--- src/cft_pkg.sv ---
package cft_pkg;
  // Dominant-timeout length in clock cycles
  localparam int unsigned DOM_TIMEOUT_CYCLES = 100000;
  localparam int CNT_W = 20;
  localparam logic [CNT_W-1:0] CNT_RESET = 20'h00000;
  localparam logic [19:0] DOM_TIMEOUT_DEFAULT = 20'h186A0;
  localparam logic TX_IDLE_RESET = 1'b1;

  typedef enum logic [2:0] {
    CFT_ST_OFF = 3'b001,
    CFT_ST_RUN = 3'b010,
    CFT_ST_HOLD = 3'b100
  } cft_state_type;
endpackage

--- src/cft_dom_timer.sv ---
`timescale 1ns/100ps
`default_nettype none
module cft_dom_timer #(
  parameter logic [19:0] TIMEOUT = cft_pkg::DOM_TIMEOUT_DEFAULT
) (
  input wire logic ref_clk_in,
  input wire logic rst_in,
  input wire logic tx_in,
  output logic expired_out
);
  logic [cft_pkg::CNT_W-1:0] cnt_q;
  logic tx_prev_q;

  always_ff @(posedge ref_clk_in) begin
    if (rst_in) begin
      tx_prev_q <= cft_pkg::TX_IDLE_RESET;
    end else begin
      tx_prev_q <= tx_in;
    end
  end

  // Counts while low since falling edge, stopping at TIMEOUT; any high cycle clears
  always_ff @(posedge ref_clk_in) begin
    if (rst_in) begin
      cnt_q <= cft_pkg::CNT_RESET;
      expired_out <= 1'b0;
    end else if (tx_in) begin
      cnt_q <= cft_pkg::CNT_RESET;
      expired_out <= 1'b0;
    end else if (tx_prev_q && !tx_in) begin
      cnt_q <= 20'h00001;
    end else if (cnt_q >= TIMEOUT) begin
      expired_out <= 1'b1;
    end else if (cnt_q != cft_pkg::CNT_RESET) begin
      cnt_q <= cnt_q + 20'h00001;
    end
  end

  chk_timer_clears: assert property (@(posedge ref_clk_in)
    disable iff (rst_in) tx_in |=> !expired_out)
    else $error("timer not cleared on high");
endmodule
`default_nettype wire

--- src/cft_transceiver.sv ---
`timescale 1ns/100ps
`default_nettype none
module cft_transceiver #(
  parameter logic [19:0] DOM_TIMEOUT = cft_pkg::DOM_TIMEOUT_DEFAULT
) (
  input wire logic ref_clk_in,
  input wire logic rst_in,
  input wire logic tx_data_in,
  input wire logic tx_data_driven_in,
  input wire logic silent_sel_in,
  input wire logic silent_sel_driven_in,
  input wire logic core_supply_ok_in,
  input wire logic io_supply_ok_in,
  input wire logic over_temp_in,
  input wire logic bus_dominant_in,
  output logic rx_data_out,
  output logic bus_drive_dominant_out,
  output logic bus_bias_en_out,
  output logic silent_mode_out,
  output logic thermal_off_out
);
  cft_pkg::cft_state_type state_q;
  cft_pkg::cft_state_type state_d;
  logic tx_eff;
  logic silent_eff;
  logic supplies_ok;
  logic dom_expired;
  logic therm_q;
  logic drive_d;

  assign tx_eff = tx_data_driven_in ? tx_data_in : 1'b1;
  assign silent_eff = silent_sel_driven_in ? silent_sel_in : 1'b1;
  assign supplies_ok = core_supply_ok_in && io_supply_ok_in;

  cft_dom_timer #(.TIMEOUT(DOM_TIMEOUT)) u_timer (
    .ref_clk_in(ref_clk_in),
    .rst_in(rst_in || !supplies_ok),
    .tx_in(tx_eff),
    .expired_out(dom_expired)
  );

  // OFF: unpowered; HOLD: waiting for transmit high; RUN: active
  always_comb begin
    state_d = state_q;
    case (state_q)
      cft_pkg::CFT_ST_OFF: begin
        if (supplies_ok) begin
          state_d = cft_pkg::CFT_ST_HOLD;
        end
      end
      cft_pkg::CFT_ST_HOLD: begin
        if (tx_eff) begin
          state_d = cft_pkg::CFT_ST_RUN;
        end
      end
      cft_pkg::CFT_ST_RUN: begin
        state_d = cft_pkg::CFT_ST_RUN;
      end
      default: begin
        state_d = cft_pkg::CFT_ST_OFF;
      end
    endcase
    if (!supplies_ok) begin
      state_d = cft_pkg::CFT_ST_OFF;
    end
  end

  always_ff @(posedge ref_clk_in) begin
    if (rst_in) begin
      state_q <= cft_pkg::CFT_ST_OFF;
    end else begin
      state_q <= state_d;
    end
  end

  always_ff @(posedge ref_clk_in) begin
    if (rst_in || !supplies_ok) begin
      therm_q <= 1'b0;
    end else if (over_temp_in) begin
      therm_q <= 1'b1;
    end else if (tx_eff) begin
      therm_q <= 1'b0;
    end
  end

  always_comb begin
    drive_d = (state_q == cft_pkg::CFT_ST_RUN) && !tx_eff
      && !silent_eff
      && !therm_q && !over_temp_in
      && !dom_expired;
  end

  always_ff @(posedge ref_clk_in) begin
    if (rst_in) begin
      bus_drive_dominant_out <= 1'b0;
      bus_bias_en_out <= 1'b0;
      rx_data_out <= 1'b1;
      silent_mode_out <= 1'b1;
      thermal_off_out <= 1'b0;
    end else begin
      bus_drive_dominant_out <= drive_d && supplies_ok;
      bus_bias_en_out <= supplies_ok && (state_q != cft_pkg::CFT_ST_OFF);
      rx_data_out <= !(bus_dominant_in && supplies_ok);
      silent_mode_out <= silent_eff;
      thermal_off_out <= therm_q || over_temp_in;
    end
  end

  // Mode checks
  chk_silent_recessive: assert property (@(posedge ref_clk_in)
    disable iff (rst_in) silent_eff |=> !bus_drive_dominant_out)
    else $error("dominant in silent mode");

  chk_silent_flag: assert property (@(posedge ref_clk_in)
    disable iff (rst_in) 1'b1 |=> silent_mode_out == $past(silent_eff))
    else $error("silent flag wrong");

  chk_normal_dominant: assert property (@(posedge ref_clk_in)
    disable iff (rst_in) (state_q == cft_pkg::CFT_ST_RUN && !silent_eff
    && !tx_eff && !therm_q && !over_temp_in && !dom_expired && supplies_ok)
    |=> bus_drive_dominant_out) else $error("normal mode not driving");

  chk_high_recessive: assert property (@(posedge ref_clk_in)
    disable iff (rst_in) tx_eff |=> !bus_drive_dominant_out)
    else $error("dominant with transmit high");

  // Receive path checks
  chk_rx_follows: assert property (@(posedge ref_clk_in)
    disable iff (rst_in) supplies_ok |=> rx_data_out == !$past(bus_dominant_in))
    else $error("receive output wrong");

  chk_rx_dominant: assert property (@(posedge ref_clk_in)
    disable iff (rst_in) (supplies_ok && bus_dominant_in) |=> !rx_data_out)
    else $error("receive not low on dominant");

  // Power-off, state-code and bias checks
  chk_uv_float: assert property (@(posedge ref_clk_in)
    disable iff (rst_in) !supplies_ok |=> !bus_drive_dominant_out
    && !bus_bias_en_out && state_q == cft_pkg::CFT_ST_OFF)
    else $error("not off on undervoltage");

  chk_off_rx_high: assert property (@(posedge ref_clk_in)
    disable iff (rst_in) !supplies_ok |=> rx_data_out)
    else $error("receive low while unpowered");

  chk_off_no_thermal: assert property (@(posedge ref_clk_in)
    disable iff (rst_in) !supplies_ok |=> !therm_q)
    else $error("thermal kept through power-off");

  chk_off_bias_low: assert property (@(posedge ref_clk_in)
    disable iff (rst_in) state_q == cft_pkg::CFT_ST_OFF |=> !bus_bias_en_out)
    else $error("bus biased while off");

  chk_recover_hold: assert property (@(posedge ref_clk_in)
    disable iff (rst_in) (state_q == cft_pkg::CFT_ST_OFF && supplies_ok)
    |=> state_q == cft_pkg::CFT_ST_HOLD) else $error("no recovery");

  chk_state_onehot: assert property (@(posedge ref_clk_in)
    disable iff (rst_in) $onehot(state_q))
    else $error("state code not one-hot");

  chk_run_bias: assert property (@(posedge ref_clk_in)
    disable iff (rst_in) (state_q == cft_pkg::CFT_ST_RUN && supplies_ok)
    |=> bus_bias_en_out) else $error("bus not biased when running");

  // Release after power-off
  chk_hold_nodrive: assert property (@(posedge ref_clk_in)
    disable iff (rst_in) state_q == cft_pkg::CFT_ST_HOLD
    |=> !bus_drive_dominant_out) else $error("dominant before release");

  chk_hold_to_run: assert property (@(posedge ref_clk_in)
    disable iff (rst_in) (state_q == cft_pkg::CFT_ST_HOLD && tx_eff
    && supplies_ok) |=> state_q == cft_pkg::CFT_ST_RUN)
    else $error("release not taken");

  chk_drive_only_run: assert property (@(posedge ref_clk_in)
    disable iff (rst_in) state_q != cft_pkg::CFT_ST_RUN
    |=> !bus_drive_dominant_out) else $error("dominant outside run");

  // Thermal checks
  chk_thermal_off: assert property (@(posedge ref_clk_in)
    disable iff (rst_in) over_temp_in |=> !bus_drive_dominant_out
    ##0 thermal_off_out) else $error("thermal not off");

  chk_thermal_set: assert property (@(posedge ref_clk_in)
    disable iff (rst_in) (over_temp_in && supplies_ok) |=> therm_q)
    else $error("thermal flag not set");

  chk_thermal_rx: assert property (@(posedge ref_clk_in)
    disable iff (rst_in) (over_temp_in && supplies_ok)
    |=> rx_data_out == !$past(bus_dominant_in))
    else $error("receive stopped while hot");

  chk_thermal_hold: assert property (@(posedge ref_clk_in)
    disable iff (rst_in) (therm_q && !tx_eff && supplies_ok) |=> therm_q)
    else $error("thermal cleared early");

  chk_thermal_clear: assert property (@(posedge ref_clk_in)
    disable iff (rst_in) (therm_q && tx_eff && !over_temp_in)
    |=> !therm_q) else $error("thermal not cleared");

  // Timeout and pull-up checks
  chk_timeout_off: assert property (@(posedge ref_clk_in)
    disable iff (rst_in) dom_expired |=> !bus_drive_dominant_out)
    else $error("dominant after timeout");

  chk_pullup_tx: assert property (@(posedge ref_clk_in)
    disable iff (rst_in) !tx_data_driven_in |=> !bus_drive_dominant_out)
    else $error("undriven transmit gave dominant");

  chk_pullup_mode: assert property (@(posedge ref_clk_in)
    disable iff (rst_in) !silent_sel_driven_in |=> silent_mode_out)
    else $error("undriven mode not silent");
endmodule
`default_nettype wire

--- config.mk ---
export PLATFORM = sky130hd
export DESIGN_NAME = cft_transceiver
export DESIGN_NICKNAME = d
export VERILOG_FILES = /design/src/cft_pkg.sv /design/src/cft_dom_timer.sv /design/src/cft_transceiver.sv
export SDC_FILE = /design/constraint.sdc
export NUM_CORES = 1
export LEC_CHECK = 0
export BUFFER_PORTS_ARGS = -buffer_cell sky130_fd_sc_hd__clkbuf_2
export CORE_MARGIN = 2
export CORE_UTILIZATION = 50
export CTS_CLUSTER_DIAMETER = 30
export DETAILED_ROUTE_END_ITERATION = 8
export GPL_TIMING_DRIVEN = 1
export PLACE_DENSITY = 0.76
export SYNTH_ARGS = -nofsm -noshare
export SYNTH_HDL_FRONTEND = slang
export SYNTH_SLANG_ARGS = --single-unit
--- constraint.sdc ---
create_clock -name ref_clk_in -period 1.9 [get_ports ref_clk_in]
set_input_delay 0 -clock ref_clk_in [delete_from_list [all_inputs] [get_ports ref_clk_in]]
set_output_delay 0 -clock ref_clk_in [all_outputs]
set_load 0.005 [all_outputs]
==> flow_summary.toml, run 1 <==
[floorplan]
die_area_um2 = 3414
initial_core_util_pct = 53.26
pin_count = 15
die-height_um = 58.43
fp.coreArea_um2 = 2781
chipWidth_um = 58.43
floorplan.rows = 19

[critical_path]
critical_path.max_stage_delay_ns = 0.50
timing.critical_path.buf_inv = 3
worst_case_reg_to_reg_path_depth = 9
crit_chain = "inv_2, ha_4, nor4b_4, nand2_2, o31ai_4, buf_4, buf_6, or4_4, a21oi_2"
cp_num_cells = 9
critical-path-slowest-cell = "sky130_fd_sc_hd__or4_4"
critPathLaunchType = "flip-flop"
worstPathMaxFanout = 6
cpLargestDelayFamily = "simple AND/OR/NAND/NOR gates"
crit_required_ns = 2.16
worst_setup_path_type = "flip-flop to flip-flop"
arrival_ns = 2.15
endpoint_kind = "flip-flop"

[clocking]
clock_tree.root_cell = "sky130_fd_sc_hd__clkbuf_4"
clockBufferDepth = 2
htreeDepth = 2
worst_setup_hold_path_clk_slew_ns = 0.10
numCtsBuffers = 5
insertion_delay_ns = 0.33
clock_sinks = 31
tritoncts = "yes"

[placed_design]
finalWeightedCongestion = 0.8787
dp_hpwl_mm = 2.496
placed_area_um2 = 1662
numPlacedInstances = 224
numPortBuffers = 14

[logic_synthesis]
yosys.area.top_type_share_pct = 41.89
syn_area_per_cell_um2 = 8.613
synth.net_count = 184
yosysSeqAreaShare_pct = 41.89
synth_top_area_cell = "sky130_fd_sc_hd__dfxtp_1"
yosys_register_bits = 31
synthCells = 172
synth.cells.most_frequent = "sky130_fd_sc_hd__dfxtp_1 (31), sky130_fd_sc_hd__a21oi_1 (17), sky130_fd_sc_hd__o31ai_1 (14)"
yosys_warnings = 0
mappedNetlistArea_um2 = 1481
synth-main-ff-cell = "sky130_fd_sc_hd__dfxtp_1"
yosysMostFrequentCell = "sky130_fd_sc_hd__dfxtp_1"
synth_edf_count = 0
ys_top_cells_by_area = "sky130_fd_sc_hd__dfxtp_1 (42%), sky130_fd_sc_hd__o31ai_1 (7.1%), sky130_fd_sc_hd__or4_1 (6.6%), sky130_fd_sc_hd__a21oi_1 (5.7%), sky130_fd_sc_hd__nor2_1 (3.3%)"
postSynth.asyncResetShare_pct = 0
ys_types = 42

[power_and_ir_drop]
power_density_normalized_to_cell_area_nw_per_um2 = 564.0
p_leak_nw = 0.7250
peakVddDrop_uv = 525.5

[worst_hold_path]
timing.hold.worst.class = "primary input to flip-flop"
whs_path_depth = 4

[final_layout]
post_route_cells_drive_above_1_share_pct = 37.56
layoutNonFillerInstCount = 252
layout.cell_area.non_filler_um2 = 2056
design.final.nets = 232
n_antenna_cell = 0
layout.core_utilization_pct = 73.91
area_delta_synth_final_pct = 38.77

[route]
drt_drc_violations_left = 0
first_iter_violations = 107
routed_wire_length_per_instance_um = 17.00
final_wirelength_mm = 4.285
ant_nets = 0
vias_per_cell = 6.198
routed-via-count = 1562
detailedRoute.firstPassIterationCount = 4

[sta]
worst_clock_skew_ns = 0.009263
maxSlewViolCount = 0
setup_violations = 0
timing.final.crit_share_pct = 99.93
setup-tns-final_ns = 0
slew-limit-headroom_pct = 51.86
grt_setup_unrepaired = "true"
timing_worst_slew_pin_value_ns = 0.7221
fmax_mhz = 526.7
finalHoldViolCount = 0
final.min_clock_period_ns = 1.899

[grt]
initial_antenna_violation_count = 0
grt_max_degree = 17
grt_pass1_vias = 1436
grt_pass1_wl_mm = 6.285
grt.total_usage_pct = 23.89
globalRouteOverflowTotal = 0

[outcome]
outcome = "complete, no violations"

[flow_run]
cap_violations = 0
worst paths after layout:
| kind | startpoint | slack, ns | endpoint |
|---|---|---|---|
| worst max-delay path | u_timer.cnt_q[1] | 0.001 | u_timer.cnt_q[14] |
| worst min register to register | u_timer.cnt_q[19] | 0.50 | u_timer.cnt_q[19] |
| worst max register to register | u_timer.cnt_q[1] | 0.001 | u_timer.cnt_q[14] |
| worst min-delay path | silent_sel_driven_in | 0.02 | bus_drive_dominant_out |
worst reg2reg max path, stage by stage (launching register included):
cell	delay, ns
sky130_fd_sc_hd__dfxtp_2	0.36
sky130_fd_sc_hd__inv_2	0.06
sky130_fd_sc_hd__ha_4	0.15
sky130_fd_sc_hd__nor4b_4	0.12
sky130_fd_sc_hd__nand2_2	0.11
sky130_fd_sc_hd__o31ai_4	0.09
sky130_fd_sc_hd__buf_4	0.17
sky130_fd_sc_hd__buf_6	0.13
sky130_fd_sc_hd__or4_4	0.51
sky130_fd_sc_hd__a21oi_2	0.13
metal layers:
| metal | global-route usage [%] | share of wire (%) | up-vias |
|---|---|---|---|
| li1 | - | - | 745 |
| met1 | 30.44 | 42 | 756 |
| met2 | 39.17 | 52 | 55 |
| met3 | 5.275 | 4.9 | 6 |
| met4 | 9.635 | 0.98 | 0 |
| met5 | 0 | 0 | - |
kinds of logic (layout without fill, tap and decap cells):
group	Yosys count	in the layout	share of synthesized area, %
buf+inv	14	63	4.899
compound gates	45	45	19.68
xor+xnor	1	1	0.5913
simple gates	78	78	30.58
mux	1	1	0.6757
fa+ha+maj	2	2	1.689
flops	31	31	41.89
final cells by class:
type	count	area (um2)
multi-input cells	127	920.9
inverters	5	18.77
fillers	200	725.7
flip-flops and latches	31	626.9
repair buffers	50	381.6
well taps	31	38.79
clock buffers	8	68.82
sequential cells by signal (all words and copies together) (netlist names):
register	cells
bus_bias_en_out	1
bus_drive_dominant_out	1
rx_data_out	1
silent_mode_out	1
state_q	3
therm_q	1
thermal_off_out	1
u_timer.cnt_q	20
u_timer.expired_out	1
u_timer.tx_prev_q	1
layout by cell type (no fill, tap or decap), types with 7 or more instances in the layout:
cell	instances
sky130_fd_sc_hd__buf_4	20
sky130_fd_sc_hd__nand3_1	9
sky130_fd_sc_hd__o31ai_1	13
sky130_fd_sc_hd__nor2_1	13
sky130_fd_sc_hd__dlygate4sd3_1	10
sky130_fd_sc_hd__a21oi_2	7
sky130_fd_sc_hd__dfxtp_1	26
sky130_fd_sc_hd__or4_4	9
sky130_fd_sc_hd__a21oi_1	10
sky130_fd_sc_hd__nand2_1	9
sky130_fd_sc_hd__clkbuf_2	14
per-stage QoR:
stage	hold WS (ns)	setup slack [ns]	total power, mW
final	0.01999	0.001279	1.159
after global routing	0.04132	-0.08771	1.197
after CTS	0.01045	-0.005773	1.155
after detailed placement	0.1580	0.0006436	0.7128
after global placement	0.1482	0.07223	0.7097
after floorplan	0.06194	0.1084	0.6932
where the power goes:
part | internal (mW) | switching [mW]
Combinational | 0.0348 | 0.0231
Clock | 0.218 | 0.223
Sequential | 0.655 | 0.00512
repair_timing:
action | CTS | global route
setup buffers | 0 | 8
hold buffers | 10 | 0
resized for setup | 0 | 40
cloned | 0 | 2
pin swaps | 1 | 19
hold endpoints to repair | 5 | 0
endpoints found under the setup margin | 3 | 16
No activity file was read; power rests on OpenSTA's default activity.
==> run 2: changes to the inputs <==
--- a/config.mk
+++ b/config.mk
@@ -14,4 +14,5 @@
 export PLACE_DENSITY = 0.76
 export SYNTH_ARGS = -nofsm -noshare
 export SYNTH_HDL_FRONTEND = slang
+export SYNTH_HIERARCHICAL = 1
 export SYNTH_SLANG_ARGS = --single-unit
==> run 2 against run 1 <==
  * Hold slack improved by 0.042 ns
  * Via count fell by 9.0%
  * Power grew 7.6%
  * Critical path depth fell by 3
  * Clock skew is 0.0014 ns higher
  * Area after synthesis hardly changed
  * Synthesized cell count is 0.58% lower
  * Critical path type unchanged
==> flow_summary.toml, run 2 <==
[floorplan]
floorplan.rows = 19
pin_count = 15
initial_core_util_pct = 53.22
chipWidth_um = 58.41
die-height_um = 58.41
fp.coreArea_um2 = 2781
die_area_um2 = 3412

[final_layout]
design.final.nets = 217
reg_top3 = "u_timer/cnt_q: 20 flops, state_q: 3 flops"
layout.cell_area.non_filler_um2 = 1852
multi_input_gate_area_um2 = 812.0
layoutNonFillerInstCount = 237
number_of_flip_flops_in_the_largest_register = 20
seq_area_um2 = 624.3
layout.cells.most_common_list = "sky130_fd_sc_hd__dfxtp_1 (28), sky130_fd_sc_hd__nand2_1 (15), sky130_fd_sc_hd__clkbuf_2 (14)"
filler_cell_count = 239
n_antenna_cell = 0
post_route_cells_drive_above_1_share_pct = 23.79
area_delta_synth_final_pct = 25.11
most_frequent_standard_cell_in_the_layout_excluding_fill_and_tap_cells = "sky130_fd_sc_hd__dfxtp_1"
max_flop_register = "u_timer/cnt_q"

[critical_path]
worst_setup_path_type = "flip-flop to flip-flop"
cpLargestDelayFamily = "simple AND/OR/NAND/NOR gates"
critical_path.max_stage_delay_ns = 0.50
crit_path_start = "u_timer/cnt_q[12]"
critPathLaunchType = "flip-flop"
crit-reg2reg-launch = "u_timer/cnt_q[12]"
timing.critical_path.buf_inv = 1
cp_num_cells = 6
crit_required_ns = 2.16
r2r_setup_slack_ns = 0.03
worst_setup_path_endpoint = "u_timer/cnt_q[10]"
endpoint_kind = "flip-flop"
worstPathMaxFanout = 22
crit_chain = "or3_4, nor2_4, a21oi_2, buf_12, or4_1, a21oi_1"
worst_case_reg_to_reg_path_depth = 6
critical-path-slowest-cell = "sky130_fd_sc_hd__or4_1"
worst_r2r_endpoint = "u_timer/cnt_q[10]"
arrival_ns = 2.12

[logic_synthesis]
mappedNetlistArea_um2 = 1480
ys_top_cells_by_area = "sky130_fd_sc_hd__dfxtp_1 (42%), sky130_fd_sc_hd__or4_1 (5.1%), sky130_fd_sc_hd__o31ai_1 (4.6%), sky130_fd_sc_hd__a21oi_1 (4.1%), sky130_fd_sc_hd__nand3_1 (4.1%)"
postSynth.asyncResetShare_pct = 0
yosys.area.top_type_share_pct = 41.93
synth_edf_count = 0
synth.cells.most_frequent = "sky130_fd_sc_hd__dfxtp_1 (31), sky130_fd_sc_hd__nand2_1 (15), sky130_fd_sc_hd__a21oi_1 (12), sky130_fd_sc_hd__nand3_1 (12)"
ys_types = 44
yosysMostFrequentCell = "sky130_fd_sc_hd__dfxtp_1"
syn_area_per_cell_um2 = 8.656
yosys_register_bits = 31
yosys_warnings = 6
synth-main-ff-cell = "sky130_fd_sc_hd__dfxtp_1"
synthCells = 171
synth.net_count = 183
synth_top_area_cell = "sky130_fd_sc_hd__dfxtp_1"
yosysSeqAreaShare_pct = 41.93

[placed_design]
finalWeightedCongestion = 0.8549
numPlacedInstances = 216
dp_hpwl_mm = 2.287
numPortBuffers = 14
placed_area_um2 = 1619

[grt]
grt.total_usage_pct = 22.02
initial_antenna_violation_count = 0
globalRouteOverflowTotal = 0
grt_pass1_vias = 1337
grt_pass1_wl_mm = 5.733
grt_max_degree = 23

[power_and_ir_drop]
clock_power_share_pct = 42.9
share_seq_of_total_power_pct = 52.9
switching_share_pct = 20.03
peakVddDrop_uv = 748.5
internal_power_mw = 0.9971
power_density_normalized_to_cell_area_nw_per_um2 = 673.4
p_switching_mw = 0.2498
power.total_mw = 1.247
p_leak_nw = 0.6512
comb_power_share_pct = 4.2

[route]
drt_drc_violations_left = 0
first_iter_violations = 39
final_wirelength_mm = 3.445
routed-via-count = 1421
detailedRoute.firstPassIterationCount = 4
routed_wire_length_per_instance_um = 14.54
vias_per_cell = 5.996
ant_nets = 0

[flow_run]
cap_violations = 0

[sta]
timing.final.crit_share_pct = 98.21
worst_clock_skew_ns = 0.01070
timing_worst_slew_pin_value_ns = 0.3586
setup_violations = 0
final.min_clock_period_ns = 1.866
maxSlewViolCount = 0
slew-limit-headroom_pct = 76.07
setup-tns-final_ns = 0
finalHoldViolCount = 0
fmax_mhz = 535.9

[outcome]
outcome = "complete, no violations"

[clocking]
worst_setup_hold_path_clk_slew_ns = 0.10
htreeDepth = 2
clockBufferDepth = 2
clock_sinks = 31
numCtsBuffers = 5
clock_tree.root_cell = "sky130_fd_sc_hd__clkbuf_4"
insertion_delay_ns = 0.33
tritoncts = "yes"

[worst_hold_path]
timing.hold.worst.class = "primary input to flip-flop"
hold_path_startpoint = "core_supply_ok_in"
## run 2: cell types whose count changed after synthesis, moves of 4 or more
cell                       before  now
sky130_fd_sc_hd__mux2i_1        1    5
sky130_fd_sc_hd__or2_2          1    6
sky130_fd_sc_hd__clkbuf_1       5    1
sky130_fd_sc_hd__a21oi_1       17   12
sky130_fd_sc_hd__o31ai_1       14    9
sky130_fd_sc_hd__nand2_1       10   15
## run 2: worst register-to-register path, delay by kind of cell, from the launching register on
family / cells / cell delay, ns
AND/OR/NAND/NOR: 3 / 1.06
buffers and inverters: 1 / 0.15
flip-flops: 1 / 0.34
AO/OA/AOI/OAI: 2 / 0.25
## run 2: cell families after synthesis
| logic type | after synthesis | share of synthesized area [%] |
|---|---|---|
| AOI/OAI and AO/OA | 34 | 14.96 |
| xor gates and xnor gates | 1 | 0.5918 |
| adders and majority gates | 2 | 1.690 |
| buffers and inverters | 13 | 4.227 |
| DFF | 31 | 41.93 |
| muxes | 5 | 3.381 |
| and+or+nand+nor | 85 | 33.22 |
## run 2: power by group through the flow
stage | Sequential (mW) | Combinational (mW) | Clock, mW
after floorplan | 0.674 | 0.0160 | 0
final | 0.660 | 0.0521 | 0.535
after global placement | 0.674 | 0.0319 | 0
after global routing | 0.661 | 0.0578 | 0.573
after detailed placement | 0.675 | 0.0335 | 0
after CTS | 0.660 | 0.0502 | 0.552
## run 2: timing repair
item	in CTS	in global routing
hold buffers	12	0
resized for setup	0	7
endpoints found under the setup margin	0	15
buffers inserted	0	1
hold endpoints to repair	8	0
## run 2: worst min-delay path by stage
stage,endpoint,slack [ns],depth (start not counted)
after floorplan,rx_data_out,0.06,1
after global placement,rx_data_out,0.15,2
after detailed placement,rx_data_out,0.15,2
after CTS,bus_bias_en_out,0.02,5
after global routing,bus_bias_en_out,0.08,5
final,bus_bias_en_out,0.06,5
## run 2: cell type report
cell class	instances	area share [%]
multi-input combinational	127	43.85
clock inverter	2	1.892
tap	31	2.095
clock buffer	6	2.770
sequential	31	33.72
timing repair buffer	32	14.05
inverter	8	1.622
## run 2: per-layer routing
| metal | up-vias | wire length (um) | GRT usage, % |
|---|---|---|---|
| met4 | 0 | 42 | 7.973 |
| met2 | 39 | 1785 | 40.13 |
| met5 | - | 0 | 0 |
| met3 | 4 | 168 | 5.934 |
| li1 | 698 | - | - |
| met1 | 680 | 1449 | 24.31 |
## run 2: stage by stage
| step | hold slack, ns | setup WS [ns] | utilization [%] |
|---|---|---|---|
| after floorplan | 0.06194 | 0.1780 | - |
| after global placement | 0.1466 | 0.1321 | 58.21 |
| after detailed placement | 0.1521 | 0.04838 | 58.21 |
| after global routing | 0.08477 | -0.006430 | 66.58 |
| final | 0.06174 | 0.03404 | 66.58 |
| after CTS | 0.01795 | 0.03798 | 65.63 |
==> run 3: changes to the inputs <==
--- a/config.mk
+++ b/config.mk
@@ -11,8 +11,9 @@
 export CTS_CLUSTER_DIAMETER = 30
 export DETAILED_ROUTE_END_ITERATION = 8
 export GPL_TIMING_DRIVEN = 1
+export MAX_ROUTING_LAYER = met4
 export PLACE_DENSITY = 0.76
+export SETUP_SLACK_MARGIN = 0.2
 export SYNTH_ARGS = -nofsm -noshare
 export SYNTH_HDL_FRONTEND = slang
-export SYNTH_HIERARCHICAL = 1
 export SYNTH_SLANG_ARGS = --single-unit
==> run 3 against run 2 <==
  * The run now ends with setup timing left
  * Sequential share of layout area down 2.9 points
  * Clock power down 26%
  * Clock skew up 0.0020 ns
  * Hold slack better by 0.0084 ns
  * Via count up 16%
  * Sequential power about the same
  * Fmax down 2.2%
  * Non-clock buffer count up 18
  * Critical path depth unchanged
  * First-iteration DRC count rose to 3.1 times the previous value
==> flow_summary.toml, run 3 (synthesis gave the netlist of run 1 again) <==
[power_and_ir_drop]
switching_share_pct = 22.77
power_density_normalized_to_cell_area_nw_per_um2 = 539.0
internal_power_mw = 0.8610
comb_power_share_pct = 5.5
share_seq_of_total_power_pct = 59.1
p_switching_mw = 0.2538
p_leak_nw = 0.7326
clock_power_share_pct = 35.4
peakVddDrop_uv = 647.9

[final_layout]
post_route_cells_drive_above_1_share_pct = 38.64
layout.cells.most_common_list = "sky130_fd_sc_hd__dfxtp_1 (20), sky130_fd_sc_hd__buf_4 (18), sky130_fd_sc_hd__a21oi_1 (14), sky130_fd_sc_hd__clkbuf_2 (14), sky130_fd_sc_hd__nor2_1 (13)"
max_flop_register = "u_timer.cnt_q"
area_delta_synth_final_pct = 39.61
filler_cell_count = 191
design.final.nets = 232
layout.cell_area.non_filler_um2 = 2068
reg_top3 = "u_timer.cnt_q: 20 flops, state_q: 3 flops"
n_antenna_cell = 0
number_of_flip_flops_in_the_largest_register = 20
most_frequent_standard_cell_in_the_layout_excluding_fill_and_tap_cells = "sky130_fd_sc_hd__dfxtp_1"

[critical_path]
r2r_setup_slack_ns = -0.007
cpLargestDelayFamily = "simple AND/OR/NAND/NOR gates"
worst_setup_path_type = "flip-flop to flip-flop"
worstPathMaxFanout = 8
worst_case_reg_to_reg_path_depth = 6
crit_required_ns = 2.09
critical-path-slowest-cell = "sky130_fd_sc_hd__o31ai_4"
crit-reg2reg-launch = "u_timer.cnt_q[16]"
critPathLaunchType = "flip-flop"
worst_r2r_endpoint = "u_timer.cnt_q[5]"
crit_chain = "nor4_2, nand2_1, o31ai_4, buf_6, or4_1, a21oi_1"
endpoint_kind = "flip-flop"
timing.critical_path.buf_inv = 1
critical_path.max_stage_delay_ns = 0.41
arrival_ns = 2.09

[route]
first_iter_violations = 119
detailedRoute.firstPassIterationCount = 5
routed_wire_length_per_instance_um = 19.24
ant_nets = 0
routed-via-count = 1643
final_wirelength_mm = 4.830
vias_per_cell = 6.546
drt_drc_violations_left = 0

[clocking]
clock_sinks = 31
insertion_delay_ns = 0.34
worst_setup_hold_path_clk_slew_ns = 0.09
tritoncts = "yes"
clock_tree.root_cell = "sky130_fd_sc_hd__clkbuf_4"
numCtsBuffers = 5
clockBufferDepth = 2
htreeDepth = 2

[worst_hold_path]
whs_path_depth = 3
timing.hold.worst.class = "primary input to flip-flop"
worstHoldEndpoint = "therm_q"
hold_path_startpoint = "core_supply_ok_in"

[sta]
maxSlewViolCount = 0
slew-limit-headroom_pct = 58.09
setup-tns-final_ns = -0.007014
setup_violations = 1
fmax_mhz = 524.4
timing.final.crit_share_pct = 100.4
final.min_clock_period_ns = 1.907
setup_ws_ns = -0.007014
grt_setup_unrepaired = "true"
finalHoldViolCount = 0
timing_worst_slew_pin_value_ns = 0.6287
worst_clock_skew_ns = 0.01268

[floorplan]
die-height_um = 58.43
die_area_um2 = 3414
chipWidth_um = 58.43
floorplan.rows = 19
fp.coreArea_um2 = 2781
initial_core_util_pct = 53.26
pin_count = 15

[outcome]
violated_checks = "setup timing"
outcome = "finished with violations"

[placed_design]
numPortBuffers = 14
pre_cts_slack_ns = -0.009218
finalWeightedCongestion = 0.9320
dp_hpwl_mm = 2.319
placed_area_um2 = 1625

[grt]
grt_max_degree = 16
globalRouteOverflowTotal = 0
grt_pass1_wl_mm = 6.844
grt_pass1_vias = 1480
grt.total_usage_pct = 26.83
initial_antenna_violation_count = 0

[flow_run]
cap_violations = 0
-- run 3: cell count changes in the layout (fill, tap and decap cells not counted), sizes merged, moves of 2 or more --
cell,change
or4,+3
nand2,-5
nand3,-3
nand3b,+3
buf,+19
a21oi,+5
mux2i,-4
o31ai,+4
inv,-3
nor2,+2
or2,-5
-- run 3: final cells by class --
class	instances	area (um2)	share of cell area (%)
clock buffer	6	51.30	2.480
clock inverter	1	5.005	0.2420
inverter	5	18.77	0.9074
multi-input combinational	127	914.6	44.22
sequential	31	636.9	30.79
tap	31	38.79	1.875
timing repair buffer	50	402.9	19.48
-- run 3: how the worst max path moves through the flow --
stage	to	start	cells after the start
6_report	u_timer.cnt_q[5]	u_timer.cnt_q[16]	6
5_1_grt	u_timer.cnt_q[10]	u_timer.cnt_q[16]	6
4_1_cts	u_timer.cnt_q[5]	u_timer.cnt_q[0]	8
3_5_place_dp	u_timer.cnt_q[6]	u_timer.cnt_q[14]	6
3_3_place_gp	u_timer.cnt_q[6]	u_timer.cnt_q[13]	6
2_1_floorplan	u_timer.cnt_q[14]	u_timer.cnt_q[14]	7
-- run 3: repair_timing --
item	CTS	global route
pin swaps	8	16
setup buffers	9	3
endpoints found under the hold margin	6	0
resized for setup	20	27
hold buffers	11	0
setup endpoints to repair	17	17
gates cloned	1	1
-- run 3: per-layer routing --
| layer | GRT usage (%) | share of wire [%] |
|---|---|---|
| met5 | - | 0 |
| met4 | 8.638 | 3.6 |
| met3 | 7.253 | 7.5 |
| met2 | 42.86 | 48 |
| met1 | 32.87 | 41 |
-- run 3: metrics by stage --
| stage | cells | utilization (%) | hold WS (ns) | power (mW) |
|---|---|---|---|---|
| final | 251 | 74.36 | 0.07010 | 1.115 |
| after detailed placement | 219 | 58.43 | 0.1525 | 0.7120 |
| after global routing | 251 | 74.36 | 0.07778 | 1.154 |
| after floorplan | 172 | - | 0.06194 | 0.6935 |
| after global placement | 219 | 58.43 | 0.1500 | 0.7099 |
| after CTS | 247 | 69.50 | 0.05399 | 1.110 |
-- run 3: power by group through the flow --
stage | sequential, mW | clock, mW | combinational, mW
after floorplan | 0.675 | 0 | 0.0189
after global placement | 0.674 | 0 | 0.0355
after detailed placement | 0.675 | 0 | 0.0370
after CTS | 0.660 | 0.394 | 0.0558
after global routing | 0.659 | 0.427 | 0.0674
final | 0.659 | 0.395 | 0.0614
-- run 3: worst min-delay path: cells and delay by family --
kind	cells	cell delay (ns)
and+or+nand+nor	2	0.28
buffers and inverters	1	0.10
